File: config.mk
export PLATFORM = sky130hd
export DESIGN_NAME = dual_timer_event_counter
export DESIGN_NICKNAME = d
export VERILOG_FILES = /design/src/core/dual_timer_event_counter.v /design/src/core/input_edge_sync.v /design/src/core/count_channel.v
export VERILOG_INCLUDE_DIRS = /design/src /design/src/core
export SDC_FILE = /design/constraint.sdc
export NUM_CORES = 1
export LEC_CHECK = 0
export ABC_AREA = 0
export BUFFER_PORTS_ARGS = -buffer_cell sky130_fd_sc_hd__clkbuf_2
export CAP_MARGIN = 20
export CORE_UTILIZATION = 45
export CTS_CLUSTER_DIAMETER = 100
export CTS_CLUSTER_SIZE = 30
export DETAILED_ROUTE_END_ITERATION = 8
export PLACE_DENSITY = 0.67
export REMOVE_ABC_BUFFERS = 1
export SLEW_MARGIN = 30
export SYNTH_ARGS = -nofsm -noshare
export SYNTH_HDL_FRONTEND = slang
export SYNTH_HIERARCHICAL = 1
export SYNTH_SLANG_ARGS = --single-unit
export TNS_END_PERCENT = 50
File: constraint.sdc
create_clock -name clk -period 1.75 [get_ports clk]
set_input_delay 0.0875 -clock clk [delete_from_list [all_inputs] [get_ports clk]]
set_output_delay 0.0875 -clock clk [all_outputs]
set_load 0.005 [all_outputs]
File: src/core/dual_timer_regs.vh
`ifndef DUAL_TIMER_REGS_VH
`define DUAL_TIMER_REGS_VH

// Data memory addresses
`define ADDR_SHORT_VALUE     8'h0d
`define ADDR_SHORT_CONTROL   8'h0e
`define ADDR_WIDE_HIGH       8'h0f
`define ADDR_WIDE_LOW        8'h10
`define ADDR_WIDE_CONTROL    8'h11

// Control register fields
`define CTL_EDGE_BIT         3
`define CTL_RUN_BIT          4
`define CTL_MODE_LSB         6
`define CTL_MODE_MSB         7
`define CTL_IMPL_MASK        8'hd8
`define CTL_RESET            8'h00

// Mode encodings
`define MODE_UNUSED          2'b00
`define MODE_EVENT           2'b01
`define MODE_TIMER           2'b10
`define MODE_PULSE           2'b11

// Prescaler
`define PRESCALE_LAST        2'b11

`endif

File: src/core/dual_timer_event_counter.v
// How it works
// - Eight-bit up-counter, pin or divided clock
// - Sixteen-bit up-counter, pin or divided clock
// - Short location: write preload, read count
// - Wide low write fills holding buffer only
// - Wide high write loads both preload bytes
// - Wide high read captures low into buffer
// - Wide low read returns holding buffer
// - Mode bits: event, timer, pulse width
// - Overflow reloads preload and sets flag
// - Pulse mode counts between edges, clears run
// - Edge bit chooses rising or falling
// - One measurement per run enable setting
// - Pulse mode overflow reloads and flags too
// - Run bit cleared only by software otherwise
// - Overflow wakes the halted device
// - Interrupt enable gates overflow request
// - Stopped counter takes written value
// - Running counter keeps counting, preload only
// - Reading count blocks its count clock
// - Control bits 0-2 and 5 read zero
`timescale 1ns/1ns
`default_nettype none
`include "dual_timer_regs.vh"
module dual_timer_event_counter (
    input  wire       clk,
    input  wire       rst_b,
    input  wire [7:0] bus_addr,
    input  wire [7:0] bus_wdata,
    input  wire       bus_wr,
    input  wire       bus_rd,
    output reg  [7:0] bus_rdata,
    input  wire       short_counter_pin,
    input  wire       wide_counter_pin,
    input  wire       short_irq_enable,
    input  wire       wide_irq_enable,
    input  wire       short_overflow_clear,
    input  wire       wide_overflow_clear,
    output reg        short_overflow_flag,
    output reg        wide_overflow_flag,
    output wire       short_irq,
    output wire       wide_irq,
    output wire       wake_up
);
    reg  [1:0]  prescale;
    reg  [7:0]  short_counter_control;
    reg  [7:0]  wide_counter_control;
    reg  [7:0]  low_buffer;
    reg  [7:0]  next_rdata;
    wire        tick;
    wire        short_level;
    wire        short_rise;
    wire        short_fall;
    wire        wide_level;
    wire        wide_rise;
    wire        wide_fall;
    wire [7:0]  short_count;
    wire [7:0]  short_preload;
    wire [15:0] wide_count;
    wire [15:0] wide_preload;
    wire        short_ovf;
    wire        wide_ovf;
    wire        short_done;
    wire        wide_done;
    wire        rd_short;
    wire        rd_wide_high;
    wire        wr_short;
    wire        wr_wide_high;
    wire        wr_wide_low;
    wire        wr_short_ctl;
    wire        wr_wide_ctl;

    assign rd_short     = bus_rd & (bus_addr == `ADDR_SHORT_VALUE);
    assign rd_wide_high = bus_rd & (bus_addr == `ADDR_WIDE_HIGH);
    assign wr_short     = bus_wr & (bus_addr == `ADDR_SHORT_VALUE);
    assign wr_wide_high = bus_wr & (bus_addr == `ADDR_WIDE_HIGH);
    assign wr_wide_low  = bus_wr & (bus_addr == `ADDR_WIDE_LOW);
    assign wr_short_ctl = bus_wr & (bus_addr == `ADDR_SHORT_CONTROL);
    assign wr_wide_ctl  = bus_wr & (bus_addr == `ADDR_WIDE_CONTROL);

    // System clock divided by four
    always @(posedge clk or negedge rst_b) begin
        if (!rst_b)
            prescale <= 2'b00;
        else
            prescale <= prescale + 2'b01;
    end
    assign tick = (prescale == `PRESCALE_LAST);

    input_edge_sync u_short_sync (
        .clk   (clk),
        .rst_b (rst_b),
        .pin   (short_counter_pin),
        .level (short_level),
        .rise  (short_rise),
        .fall  (short_fall)
    );

    input_edge_sync u_wide_sync (
        .clk   (clk),
        .rst_b (rst_b),
        .pin   (wide_counter_pin),
        .level (wide_level),
        .rise  (wide_rise),
        .fall  (wide_fall)
    );

    count_channel #(.WIDTH(8)) u_short (
        .clk          (clk),
        .rst_b        (rst_b),
        .control      (short_counter_control),
        .tick         (tick),
        .pin_level    (short_level),
        .pin_rise     (short_rise),
        .pin_fall     (short_fall),
        .hold         (rd_short),
        .preload_we   (wr_short),
        .preload_data (bus_wdata),
        .count        (short_count),
        .preload      (short_preload),
        .overflow     (short_ovf),
        .pulse_done   (short_done)
    );

    count_channel #(.WIDTH(16)) u_wide (
        .clk          (clk),
        .rst_b        (rst_b),
        .control      (wide_counter_control),
        .tick         (tick),
        .pin_level    (wide_level),
        .pin_rise     (wide_rise),
        .pin_fall     (wide_fall),
        .hold         (rd_wide_high),
        .preload_we   (wr_wide_high),
        .preload_data ({bus_wdata, low_buffer}),
        .count        (wide_count),
        .preload      (wide_preload),
        .overflow     (wide_ovf),
        .pulse_done   (wide_done)
    );

    // Control registers; hardware clears run only at pulse end
    always @(posedge clk or negedge rst_b) begin
        if (!rst_b) begin
            short_counter_control <= `CTL_RESET;
            wide_counter_control  <= `CTL_RESET;
        end else begin
            if (wr_short_ctl)
                short_counter_control <= bus_wdata & `CTL_IMPL_MASK;
            else if (short_done)
                short_counter_control[`CTL_RUN_BIT] <= 1'b0;
            if (wr_wide_ctl)
                wide_counter_control <= bus_wdata & `CTL_IMPL_MASK;
            else if (wide_done)
                wide_counter_control[`CTL_RUN_BIT] <= 1'b0;
        end
    end

    // Low-byte holding buffer
    always @(posedge clk or negedge rst_b) begin
        if (!rst_b)
            low_buffer <= 8'h00;
        else if (rd_wide_high)
            low_buffer <= wide_count[7:0];
        else if (wr_wide_low)
            low_buffer <= bus_wdata;
    end

    // Overflow flags: set wins over clear
    always @(posedge clk or negedge rst_b) begin
        if (!rst_b) begin
            short_overflow_flag <= 1'b0;
            wide_overflow_flag  <= 1'b0;
        end else begin
            if (short_ovf)
                short_overflow_flag <= 1'b1;
            else if (short_overflow_clear)
                short_overflow_flag <= 1'b0;
            if (wide_ovf)
                wide_overflow_flag <= 1'b1;
            else if (wide_overflow_clear)
                wide_overflow_flag <= 1'b0;
        end
    end

    assign short_irq = short_overflow_flag & short_irq_enable;
    assign wide_irq  = wide_overflow_flag & wide_irq_enable;
    assign wake_up   = short_ovf | wide_ovf;

    // Read data mux
    always @* begin
        next_rdata = 8'h00;
        case (bus_addr)
            `ADDR_SHORT_VALUE:   next_rdata = short_count;
            `ADDR_SHORT_CONTROL: next_rdata = short_counter_control;
            `ADDR_WIDE_HIGH:     next_rdata = wide_count[15:8];
            `ADDR_WIDE_LOW:      next_rdata = low_buffer;
            `ADDR_WIDE_CONTROL:  next_rdata = wide_counter_control;
            default:             next_rdata = 8'h00;
        endcase
    end

    always @(posedge clk or negedge rst_b) begin
        if (!rst_b)
            bus_rdata <= 8'h00;
        else if (bus_rd)
            bus_rdata <= next_rdata;
    end
endmodule
`default_nettype wire

File: src/core/input_edge_sync.v
`timescale 1ns/1ns
`default_nettype none
module input_edge_sync (
    input  wire clk,
    input  wire rst_b,
    input  wire pin,
    output reg  level,
    output wire rise,
    output wire fall
);
    reg stage1;
    reg stage2;

    // Two-flop synchroniser, then edge detection on the clean copy
    always @(posedge clk or negedge rst_b) begin
        if (!rst_b) begin
            stage1 <= 1'b0;
            stage2 <= 1'b0;
            level  <= 1'b0;
        end else begin
            stage1 <= pin;
            stage2 <= stage1;
            level  <= stage2;
        end
    end

    assign rise = stage2 & ~level;
    assign fall = ~stage2 & level;
endmodule
`default_nettype wire

File: src/core/count_channel.v
`timescale 1ns/1ns
`default_nettype none
`include "dual_timer_regs.vh"
module count_channel #(
    parameter WIDTH = 8
) (
    input  wire             clk,
    input  wire             rst_b,
    input  wire [7:0]       control,
    input  wire             tick,
    input  wire             pin_level,
    input  wire             pin_rise,
    input  wire             pin_fall,
    input  wire             hold,
    input  wire             preload_we,
    input  wire [WIDTH-1:0] preload_data,
    output reg  [WIDTH-1:0] count,
    output reg  [WIDTH-1:0] preload,
    output wire             overflow,
    output wire             pulse_done
);
    wire [1:0] mode;
    wire       run;
    wire       edge_fall;
    wire       active_edge;
    wire       back_edge;
    wire       step;
    reg        measuring;

    assign mode        = control[`CTL_MODE_MSB:`CTL_MODE_LSB];
    assign run         = control[`CTL_RUN_BIT];
    assign edge_fall   = control[`CTL_EDGE_BIT];
    assign active_edge = edge_fall ? pin_fall : pin_rise;
    assign back_edge   = edge_fall ? pin_rise : pin_fall;

    // Count enable per mode; a CPU read of the count blocks it
    assign step = run & ~hold & (
        (mode == `MODE_EVENT && active_edge) ||
        (mode == `MODE_TIMER && tick) ||
        (mode == `MODE_PULSE && measuring && tick));

    assign overflow   = step & (&count);
    assign pulse_done = (mode == `MODE_PULSE) & run & measuring
                        & back_edge;

    always @(posedge clk or negedge rst_b) begin
        if (!rst_b) begin
            measuring <= 1'b0;
        end else if (mode != `MODE_PULSE || !run) begin
            measuring <= 1'b0;
        end else if (pulse_done) begin
            measuring <= 1'b0;
        end else if (active_edge) begin
            measuring <= 1'b1;
        end
    end

    always @(posedge clk or negedge rst_b) begin
        if (!rst_b) begin
            count   <= {WIDTH{1'b0}};
            preload <= {WIDTH{1'b0}};
        end else begin
            if (preload_we)
                preload <= preload_data;
            if (preload_we && !run)
                count <= preload_data;
            else if (overflow)
                count <= preload;
            else if (step)
                count <= count + {{(WIDTH-1){1'b0}}, 1'b1};
        end
    end
endmodule
`default_nettype wire

==> impl_metrics.csv <==
group,metric,value,unit
outcome,status,"finished with violations",
outcome,violations,"setup timing",
finish,finalNonFillerCells,686,
global_routing,antenna_found_initial,0,
timing,post-route-period-util,122,%
clock_tree,clock_sinks,84,
timing,rsz0062_at_grt,"yes",
synthesis,yosysWarnings,6,
clock_tree,clk_latency,0.37,ns
worst_setup_path,crit_arrival,2.04,ns
global_routing,grt_most_used_layer,"met2",
worst_setup_path,crit_type,"reg -> out",
timing,fin_skew,0.0145,ns
global_routing,met1_usage,33.0,%
finish,nFillCells,817,
clock_tree,clkTransAtPathRegs,0.07,ns
power,cellPowerDensity,715,nW/um2
global_routing,grt_usage,25.4,%
worst_setup_path,cpMaxStageDelayCell,"dfrtp_1",
detailed_routing,wl_per_cell,18.3,um
timing,period_minus_slack,2.13,ns
detailed_routing,drt-total-wl,12500,um
clock_tree,cts_root_buf,"clkbuf_8",
worst_setup_path,start_kind,"flip-flop",
worst_setup_path,crit_chain,"and2b_2, mux2_4, a32oi_4, nor2_4, and2_4, or2_4, clkbuf_2",
worst_setup_path,worst_path_dominant_cell_family,"simple AND/OR/NAND/NOR gates",
min_path,worstHoldPathType,"in -> reg",
global_routing,gr-usage-met3,4.23,%
place,port_buffers,38,
floorplanning,start_util,47.0,%
power,leakage,2.94,nW
power,ir_drop,0.000548,V
worst_setup_path,critPathBufInv,1,
detailed_routing,drc_errors,0,
global_routing,grt_overflow,0,
floorplanning,fp-row-count,36,
timing,final-max-slew-violation-count,0,
detailed_routing,first_pass_iters,5,
detailed_routing,vias_per_cell,5.68,
finish,antennaDiodeCount,0,
timing,setup_ws,-0.380,ns
synthesis,avgSynthCellArea,10.9,um2
clock_tree,htree_levels,3,
clock_tree,ctsLongestPathBuffers,2,
timing,hold_violations,0,
timing,tightest_slew,0.472,ns
global_routing,met2_usage,42.3,%
place,gp_congestion,0.927,
floorplanning,coreArea,9860,um2
place,place_inst,659,
floorplanning,die_x,103,um
synthesis,syn_inst,426,
job,drv_cap,0,
clock_tree,cts_buffers,9,
worst_setup_path,path_max_fanout,2,
floorplanning,die_area,10700,um2
place,dp_hpwl,9060,um
timing,max_freq,470,MHz
floorplanning,pin_count,39,
global_routing,grt_max_degree,39,
floorplanning,die-height,103,um
place,dp_slack,-0.231,ns
finish,area_growth,30.3,%
detailed_routing,first_iter_violations,217,
worst_setup_path,endpoint_kind,"primary output",
global_routing,grt_pass1_vias,3870,
global_routing,grt_pass1_wl,19800,um
timing,slew_headroom,68.6,%
detailed_routing,vias,3898,
worst_setup_path,critPathMaxStageDelay,0.40,ns
finish,final_nets,577,
worst_setup_path,required,1.66,ns
synthesis,syn_area,4630,um2
clock_tree,cts_tree,"yes",
detailed_routing,ant_nets,0,
timing,report.final.setup_viol,19,
finish,drive_gt1_share,40.0,%
per-stage QoR:
step | hold slack (ns) | total power, W | TNS (ns) | instance area [um2] | util, %
6_report | 0.0663 | 0.00432 | -4.88 | 6040 | 61.2
3_3_place_gp | 0.0722 | 0.00259 | -3.27 | 5500 | 55.8
5_1_grt | 0.0748 | 0.00448 | -6.17 | 6040 | 61.2
2_1_floorplan | -0.208 | 0.00233 | -7.62 | 4500 | -
4_1_cts | 0.0294 | 0.00434 | -4.71 | 5840 | 59.2
3_5_place_dp | 0.0787 | 0.00261 | -3.47 | 5500 | 55.8
sequential cells by signal (all words and copies together) (netlist names):
signal	count
u_wide_sync/stage2	1
u_wide/measuring	1
prescale	2
short_overflow_flag	1
u_wide/count	16
u_wide/preload	16
wide_overflow_flag	1
u_short/preload	8
u_short_sync/stage1	1
bus_rdata	8
u_wide_sync/stage1	1
u_short_sync/stage2	1
u_short/measuring	1
short_counter_control	4
u_short_sync/level	1
wide_counter_control	4
u_short/count	8
low_buffer	8
u_wide_sync/level	1
layer usage:
metal / part of all wire (%) / up-vias
li1: - / 1829
met1: 46 / 1958
met2: 49 / 91
met3: 3.2 / 20
met4: 2.2 / 0
met5: 0 / -
layout make-up:
| class | count | area, um2 | share of cell area [%] |
|---|---|---|---|
| tap | 133 | 166 | 2.76 |
| multi-input combinational | 312 | 2540 | 42.0 |
| clock inverter | 4 | 95.1 | 1.58 |
| clock buffer | 12 | 155 | 2.57 |
| sequential | 84 | 2100 | 34.8 |
| timing repair buffer | 130 | 938 | 15.5 |
| inverter | 11 | 41.3 | 0.684 |
power breakdown:
part,switching [W],internal [W]
registers,0.0000876,0.00203
logic,0.000247,0.000236
clock network,0.000689,0.00102
what timing repair did:
item	CTS	global route
endpoints found under the setup margin	18	22
buffers inserted	5	6
pin swaps	6	21
cloned	1	0
gates resized for setup	12	34
hold endpoints to repair	36	0
hold buffers	5	0
cells in the final DEF, fill, tap and decap left out, types with 5 or more instances in the layout:
cell type and count:
o21ai_0 8, a221o_1 8, dlygate4sd3_1 5, mux2_4 5
nand4_1 9, dfrtp_1 84, a22oi_1 5, nor2b_1 10
nand2b_1 6, buf_6 8, inv_1 11, xnor2_1 5
mux2_2 30, clkbuf_8 11, nor2_1 28, and2_1 6
nand2_1 24, nand3_1 16, nand3_2 5, mux2i_1 31
nor3_1 5, buf_4 79, clkbuf_2 37, a21oi_1 14
worst min-delay path, stage by stage:
cell	delay [ns]
clkbuf_2	0.14
nand2_1	0.10
nand3_2	0.06
worst paths after layout:
| kind | startpoint | to | slack [ns] | cells after the start |
|---|---|---|---|---|
| min in group asynchronous | rst_b | short_counter_control[6] | 0.21 | 2 |
| max in group asynchronous | rst_b | u_wide/count[2] | 0.96 | 3 |
| max reg2reg | u_wide_sync/level | u_wide/count[7] | -0.34 | 9 |
| max | u_wide_sync/level | wake_up | -0.38 | 7 |
| min | bus_wdata[5] | u_wide/count[13] | 0.07 | 3 |
| min reg2reg | u_short_sync/stage1 | u_short_sync/stage2 | 0.36 | 0 |
Note: power is estimated with default switching activity, not from simulation.
